==> src/rtl/stepper_defines.svh <==
// Shared constants for the full-step sequencer.
// Assumes inclusion by bare name from files under rtl/.
`ifndef STEPPER_DEFINES_SVH
`define STEPPER_DEFINES_SVH

`define CODE_FULL 4'hF
`define CODE_ZERO 4'h0
`define CODE_W 4
`define RATE_W 16
`define RATE_RESET 16'h0000

`endif

==> src/rtl/stepper_pkg.sv <==
// Types for the full-step sequencer.
// Assumes the defines header is available on the include path.
package stepper_pkg;

    // Electrical position within one four-step cycle
    typedef enum logic [1:0] {
        POS_0,
        POS_1,
        POS_2,
        POS_3
    } pos_t;

    typedef enum logic {
        MODE_WAVE,
        MODE_TWO
    } mode_t;

    function automatic pos_t pos_next(input pos_t p);
        unique case (p)
            POS_0: pos_next = POS_1;
            POS_1: pos_next = POS_2;
            POS_2: pos_next = POS_3;
            POS_3: pos_next = POS_0;
        endcase
    endfunction

    function automatic pos_t pos_prev(input pos_t p);
        unique case (p)
            POS_0: pos_prev = POS_3;
            POS_1: pos_prev = POS_0;
            POS_2: pos_prev = POS_1;
            POS_3: pos_prev = POS_2;
        endcase
    endfunction

endpackage

==> src/rtl/rate_if.sv <==
// Carrier between the sequencer and its step-rate divider.
// Assumes both ends run on the same clock.
`timescale 1ns/1ps
`include "stepper_defines.svh"

interface rate_if;
    logic run;
    logic [`RATE_W-1:0] period;
    logic tick;

    modport gen (input run, input period, output tick);
    modport user (output run, output period, input tick);
endinterface

==> src/rtl/step_rate_gen.sv <==
// Step-rate divider: one-cycle tick every 'period' clocks while running.
// Assumes period is held steady by the user while run is high.
`timescale 1ns/1ps
`include "stepper_defines.svh"

module step_rate_gen (
    input wire logic clk_sys,
    input wire logic rst_n,
    rate_if.gen rif
);
    logic [`RATE_W-1:0] cnt_q, cnt_d;
    logic tick_q, tick_d;

    always_comb begin
        cnt_d = cnt_q;
        tick_d = 1'b0;
        // A zero period means stopped, not a tick every cycle
        if (!rif.run || rif.period == `RATE_RESET) begin
            cnt_d = `RATE_RESET;
        end else if (cnt_q >= rif.period - 16'h0001) begin
            cnt_d = `RATE_RESET;
            tick_d = 1'b1;
        end else begin
            cnt_d = cnt_q + 16'h0001;
        end
    end

    always_ff @(posedge clk_sys or negedge rst_n) begin
        if (!rst_n) begin
            cnt_q <= `RATE_RESET;
            tick_q <= 1'b0;
        end else begin
            cnt_q <= cnt_d;
            tick_q <= tick_d;
        end
    end

    assign rif.tick = tick_q;
endmodule

==> src/rtl/full_step_sequencer.sv <==
// Full-step sequencer driving two bridge channels (direction, brake, code).
// Assumes commands come from logic on clk_sys; the bridges protect
// themselves and need no help from this side.
`timescale 1ns/1ps
`include "stepper_defines.svh"

module full_step_sequencer
    import stepper_pkg::*;
#(
    parameter int CODE_BITS = `CODE_W,
    parameter int RATE_BITS = `RATE_W
) (
    input wire logic clk_sys,
    input wire logic rst_n,
    input wire logic enable,
    input wire logic mode_two,
    input wire logic step_req,
    input wire logic dir_fwd,
    input wire logic auto_run,
    input wire logic [RATE_BITS-1:0] rate_period,
    output logic dir_a,
    output logic brake_a,
    output logic [CODE_BITS-1:0] code_a,
    output logic dir_b,
    output logic brake_b,
    output logic [CODE_BITS-1:0] code_b,
    output logic step_done
);
    rate_if rif ();

    // Code table and rate carrier are fixed width; refuse other sizes
    if (CODE_BITS != `CODE_W) begin : g_bad_code
        $error("code width must match the current-code inputs");
    end
    if (RATE_BITS != `RATE_W) begin : g_bad_rate
        $error("rate width must match the rate carrier");
    end

    step_rate_gen u_rate (
        .clk_sys(clk_sys),
        .rst_n(rst_n),
        .rif(rif)
    );

    assign rif.run = auto_run & enable;
    assign rif.period = rate_period;

    logic cmd;
    pos_t pos_q, pos_d;
    logic dir_a_q, dir_a_d, dir_b_q, dir_b_d;
    logic [`CODE_W-1:0] code_a_q, code_a_d, code_b_q, code_b_d;
    logic done_q, done_d;
    logic brake_a_q, brake_a_d, brake_b_q, brake_b_d;

    // Polarity table shared by both modes: in wave drive the idle
    // winding's direction is don't-care since its code is zero, so
    // reusing the two-phase pattern keeps one decoder.
    always_comb begin
        // Commands while disabled are dropped, never queued
        cmd = enable & (step_req | rif.tick);
        pos_d = pos_q;
        if (cmd) begin
            pos_d = dir_fwd ? pos_next(pos_q) : pos_prev(pos_q);
        end
        unique case (pos_d)
            POS_0: {dir_a_d, dir_b_d} = 2'b11;
            POS_1: {dir_a_d, dir_b_d} = 2'b01;
            POS_2: {dir_a_d, dir_b_d} = 2'b00;
            POS_3: {dir_a_d, dir_b_d} = 2'b10;
        endcase
        if (!enable) begin
            code_a_d = `CODE_ZERO;
            code_b_d = `CODE_ZERO;
        end else if (mode_t'(mode_two) == MODE_TWO) begin
            code_a_d = `CODE_FULL;
            code_b_d = `CODE_FULL;
        end else if (pos_d == POS_0 || pos_d == POS_2) begin
            code_a_d = `CODE_FULL;
            code_b_d = `CODE_ZERO;
        end else begin
            code_a_d = `CODE_ZERO;
            code_b_d = `CODE_FULL;
        end
        done_d = cmd;
        // Brakes stay low; a zero code de-energises instead
        brake_a_d = 1'b0;
        brake_b_d = 1'b0;
    end

    always_ff @(posedge clk_sys or negedge rst_n) begin
        if (!rst_n) begin
            pos_q <= POS_0;
            dir_a_q <= 1'b1;
            dir_b_q <= 1'b1;
            code_a_q <= `CODE_ZERO;
            code_b_q <= `CODE_ZERO;
            done_q <= 1'b0;
            brake_a_q <= 1'b0;
            brake_b_q <= 1'b0;
        end else begin
            pos_q <= pos_d;
            dir_a_q <= dir_a_d;
            dir_b_q <= dir_b_d;
            code_a_q <= code_a_d;
            code_b_q <= code_b_d;
            done_q <= done_d;
            brake_a_q <= brake_a_d;
            brake_b_q <= brake_b_d;
        end
    end

    // Brakes from flops as well, so the pins never glitch
    assign brake_a = brake_a_q;
    assign brake_b = brake_b_q;
    assign dir_a = dir_a_q;
    assign dir_b = dir_b_q;
    assign code_a = code_a_q;
    assign code_b = code_b_q;
    assign step_done = done_q;
endmodule

==> config.mk <==
export PLATFORM = sky130hd
export DESIGN_NAME = full_step_sequencer
export DESIGN_NICKNAME = d
export VERILOG_FILES = /design/src/rtl/stepper_pkg.sv /design/src/rtl/rate_if.sv /design/src/rtl/step_rate_gen.sv /design/src/rtl/full_step_sequencer.sv
export VERILOG_INCLUDE_DIRS = /design/src /design/src/rtl
export SDC_FILE = /design/constraint.sdc
export NUM_CORES = 1
export LEC_CHECK = 0
export BUFFER_PORTS_ARGS = -buffer_cell sky130_fd_sc_hd__buf_2
export CAP_MARGIN = 20
export CORE_UTILIZATION = 55
export DETAILED_ROUTE_END_ITERATION = 16
export GPL_ROUTABILITY_DRIVEN = 0
export GPL_TIMING_DRIVEN = 0
export PLACE_DENSITY = 0.8
export SLEW_MARGIN = 20
export SYNTH_ARGS = -nofsm -noshare
export SYNTH_HDL_FRONTEND = slang
export SYNTH_HIERARCHICAL = 1
export SYNTH_SLANG_ARGS = --single-unit
export TNS_END_PERCENT = 30
==> constraint.sdc <==
create_clock -name clk_sys -period 2.1 [get_ports clk_sys]
set_input_delay 0.21 -clock clk_sys [delete_from_list [all_inputs] [get_ports clk_sys]]
set_output_delay 0.21 -clock clk_sys [all_outputs]
set_load 0.05 [all_outputs]
* Word-level counts from Yosys, hierarchy flattened
Cells that the tools add are included.
Storage, ports and cells: flip-flop bits (word level) 30, input port bits 23, logic and storage cells 46
Operators by class: add/sub/neg operators 2, magnitude comparators 1, equality and inequality tests 6, multiplexer cells 16, bitwise logic cells 3, reductions and logical operators 10
Operators with widths (count):
- two-way mux 16 bit | 2
- two-way mux 4 bit | 6
- adder 16 x 1 -> 16 bit (second input constant) | 1
- greater-or-equal comparator 16 bit | 1
- logical NOT 16 bit | 1
- case mux 2 bit (4 select lines) | 2
- subtractor 16 x 1 -> 16 bit (second input constant) | 1
- == test 2 bit (second input constant) | 4
- OR reduction 2 bit | 4
- == test 2 x 1 -> 1 bit (second input constant) | 2
- logical NOT 2 bit | 2
- two-way mux 2 bit | 2
- case mux 1 bit (2 select lines) | 2
- bitwise AND 1 bit | 2
- logical OR 1 bit | 2
- two-way mux 1 bit | 2
- logical NOT 1 bit | 1
- OR 1 bit | 1

* Depth between registers and ports, before layout
word-level depth 9, mapped depth 13

* Cells and area by module
The synthesis kept the hierarchy.
By module, submodules not included:
- step_rate_gen | instances 1, cells an instance 151, area each 1398.8 um2
- full_step_sequencer | instances 1, cells an instance 34, area each 379.1 um2

* Least setup slack after synthesis
OpenSTA, ideal clock, no wires.
kind input -> register, start point in rate_period[1], end point reg u_rate.cnt_q[7], library setup time 0.119 ns, arrival time 2.528 ns, setup slack -0.547 ns, stages 12, buffers on the path 1, cells stage by stage nor3_2 > nor3b_2 > nand2_1 > nor4_2 > xnor2_1 > ha_1 > nand4_1 > or2_1 > or4_4 > nand4_4 > buf_6 > nor2_1
On the way: longest elaborated chain between the ends 4, elaborated cells on any way between the ends 6, classes of those cells add/sub: 1; order compare: 1; mux: 2; reduce/logical: 2
Ends and longest elaborated chain:
- from (decl) | line full_step_sequencer.sv:20 | input wire logic [RATE_BITS-1:0] rate_period,
- subtractor 16 x 1 -> 16 bit | line step_rate_gen.sv:20 | end else if (cnt_q >= rif.period - 16'h0001) begin
- greater-or-equal comparator 16 bit | line step_rate_gen.sv:20
- two-way mux 16 bit | line step_rate_gen.sv:20
- two-way mux 16 bit * | line step_rate_gen.sv:18 | if (!rif.run || rif.period == `RATE_RESET) begin
- via u_rate.cnt_d[7] | line step_rate_gen.sv:11 | logic [`RATE_W-1:0] cnt_q, cnt_d;
- to (signal assigned) | line step_rate_gen.sv:30 | cnt_q <= `RATE_RESET;
- to (signal assigned) | line step_rate_gen.sv:33 | cnt_q <= cnt_d;
- to (decl) | line step_rate_gen.sv:11
The timed path passes the listed nets; every way through them passes the cells marked *.

* Worst setup path in the final report
Ends and elaborated chain as after synthesis.

==> run_results.csv <==
group,metric,value,unit
cts,path_clk_slew,0.13,ns
grt,grt_pass1_wl,5.76,mm
job,maxCapViolCount,0,
drt,antenna_left,0,
power,p_per_area,581,nW/um2
placed_design,io_buffers,33,
drt,firstDrtPassIters,5,
power,power_frac_clock,0.150,
worst_setup_path,crit_slowest_cell,"or4_4",
cts,cts.sinks,24,
synthesis,synth.distinct_cells,42,
grt,track_usage,0.217,
worst_setup_path,worstPathRequired,2.30,ns
drt,wirelength,4.09,mm
cells_and_area,area_growth,33.1,%
synthesis,synth_most_common_cell,"nor2_1",
drt,via_count,1526,
drt,wl_met1,1.66,mm
timing,setup_slack,-0.485,ns
synthesis,ys_ff_latch,24,
grt,grt_max_degree,25,
worst_setup_path,endpoint_kind,"flip-flop",
worst_setup_path,start_kind,"input port",
floorplan,die_area,3460,um2
synthesis,avgSynthCellArea,9.61,um2
power,pwr-share-comb,0.447,
timing,fmaxAchievable,0.387,GHz
power,p_leak,1.05,nW
timing,final-setup-viol-count,17,
power,p_int,0.818,mW
synthesis,synth_area_leaders,"dfrtp_1, ha_1, xnor2_1",
power,total_power,1.38,mW
synthesis,syn_area,1780,um2
drt,drc,0,
drt,topRoutingLayerUsed,"met4",
synthesis,synthArstFlopShare,1.00,
timing,hold_viol,0,
cells_and_area,antennaDiodeCount,0,
timing,setup_tns,-7.58,ns
floorplan,io_pins,36,
grt,antenna_found_initial,0,
worst_setup_path,rrSetupSlack,-0.10,ns
timing,whs,0.112,ns
timing,slew_headroom,0.550,
grt,grt_pass1_vias,1337,
synthesis,synth_warnings,6,
cts,cts_buffers,3,
cts,cts-root-buf,"clkbuf_4",
worst_setup_path,critPathArrivalTime,2.78,ns
synthesis,ys_top_cells_by_count,"nor2_1, dfrtp_1, ha_1, xnor2_1, xor2_1",
timing,worst_slew_pin_slew,0.670,ns
run_status,failed_checks,"setup timing",
cells_and_area,fin_cells,282,
timing,drv_slew,0,
synthesis,yosysTopAreaCell,"dfrtp_1",
grt,grt-ovfl-total,0,
drt,wl_per_cell,14.5,um
cts,htree_num_levels,1,
drt,wl_met3,200,um
synthesis,synth_edf_count,0,
power,swShare,0.406,
cells_and_area,final_nets,282,
worst_setup_path,path_class,"input port to flip-flop",
worst_setup_path,slowest_delay,0.46,ns
cells_and_area,drive_above_1_share,0.391,
timing,finalClockSkew,0.0165,ns
synthesis,syn_inst,185,
cts,clk_latency,0.32,ns
worst_setup_path,cp_common_cell,"buf_6",
power,p_seq_frac,0.402,
floorplan,rows,20,
power,ir_drop,530,uV
drt,drt_first_iter_violations,78,
placed_design,placed_cells,263,
placed_design,place_ws,-0.963,ns
timing,rsz0062_at_grt,"true",
floorplan,die_x,58.9,um
worst_setup_path,worstPathMaxFanout,5,
drt,viasPerCell,5.41,
synthesis,synth-seq-area-share,0.339,
cts,clock_path_buffers,2,
floorplan,core,3050,um2
placed_design,hpwl,2.65,mm
floorplan,start_util,0.582,
timing,min_period_over_period,1.23,
timing,post-route-min-period,2.58,ns
drt,wl_met2,2.16,mm
floorplan,die_height,58.9,um
worst_setup_path,crit_chain,"buf_6 -> inv_2 -> ha_4 -> nor4b_4 -> nand3b_1 -> nor3_2 -> xnor2_1 -> ha_1 -> nand4_1 -> or2_1 -> or4_4 -> nand4_4 -> buf_6 -> nor2_4",
synthesis,yosys.area.top_type_share,0.310,
worst_hold_path,hp-class,"input port to flip-flop",
run_status,status,"finished, violations left",
power,p_switching,0.558,mW
synthesis,synth-main-ff-cell,"dfrtp_1",
cts,cts_tree,"yes",
## path summary, 6_finish.rpt
check,start,to,depth (start not counted)
setup / recovery,rate_period[1],u_rate/cnt_q[7],14
hold / removal,mode_two,code_b[2],2
setup reg to reg,u_rate/cnt_q[0],u_rate/cnt_q[2],8
hold reg to reg,pos_q[1],dir_b,1
max in group asynchronous,rst_n,dir_b,2
min in group asynchronous,rst_n,u_rate/cnt_q[13],2
## power by group through the flow
stage | clock network, mW | registers, mW | logic (mW)
2_1_floorplan | 0 | 0.671 | 0.337
3_3_place_gp | 0 | 0.561 | 0.566
3_5_place_dp | 0 | 0.563 | 0.574
4_1_cts | 0.212 | 0.554 | 0.588
5_1_grt | 0.237 | 0.560 | 0.665
6_report | 0.207 | 0.553 | 0.615
## layout make-up
class | instances | area, um2
well taps | 44 | 55.1
plain buffers | 9 | 71.3
fillers | 205 | 687
inverters | 9 | 36.3
flip-flops and latches | 24 | 603
repair buffers | 48 | 337
clock buffers | 4 | 26.3
multi-input cells | 144 | 1240
## critical path, delay by kind of cell
kind	cells	cell delay [ns]
XOR/XNOR	1	0.09
AND/OR/NAND/NOR	8	1.72
adder cells (fa/ha/maj)	2	0.44
buffers and inverters	3	0.32
## logic make-up after synthesis
group,count (synthesis),synth area share
adder cells (fa/ha/maj),20,0.141
other,1,0.00211
XOR/XNOR,30,0.148
buffers and inverters,18,0.0591
multiplexers,3,0.0211
flip-flops,24,0.339
AO/OA/AOI/OAI,15,0.0591
AND/OR/NAND/NOR,74,0.231
## cells in the final DEF (no fill, tap or decap), drive strengths merged, types with 2 or more instances in the layout
| cell type | instances |
|---|---|
| mux2i | 3 |
| nor3 | 7 |
| conb | 2 |
| nand4 | 7 |
| clkbuf | 4 |
| nand3 | 5 |
| a21oi | 4 |
| nor2 | 25 |
| dfrtp | 22 |
| and4 | 2 |
| nor4 | 4 |
| or4 | 2 |
| inv | 9 |
| xnor2 | 15 |
| and3 | 2 |
| buf | 56 |
| dfstp | 2 |
| ha | 20 |
| o21a | 3 |
| o21ai | 2 |
| nand2 | 12 |
| and2 | 2 |
| xor2 | 15 |
## flip-flops by register name, summed over array words and instances (netlist names)
signal	cells
u_rate/cnt_q	16
pos_q	2
code_a	1
code_b	1
dir_a	1
dir_b	1
step_done	1
u_rate/rif.tick	1
## stage by stage
step / util / area (um2)
after floorplan: - / 1820
after global placement: 0.669 / 2040
after detailed placement: 0.669 / 2040
after CTS: 0.709 / 2160
after global routing: 0.775 / 2370
final: 0.775 / 2370
## per-layer routing
layer / track usage / up-vias
met5: 0 / -
li1: - / 747
met3: 0.0462 / 11
met2: 0.381 / 29
met4: 0.0408 / 0
met1: 0.277 / 739
## repair_timing
item | 4_1_cts | 5_1_grt
resized for setup | 11 | 38
endpoints found under the hold margin | 22 | 0
gates cloned | 1 | 0
endpoints found under the setup margin | 17 | 17
hold buffers | 1 | 0
setup buffers | 5 | 8
pin swaps | 11 | 18
(Power assumes the default switching activity.)
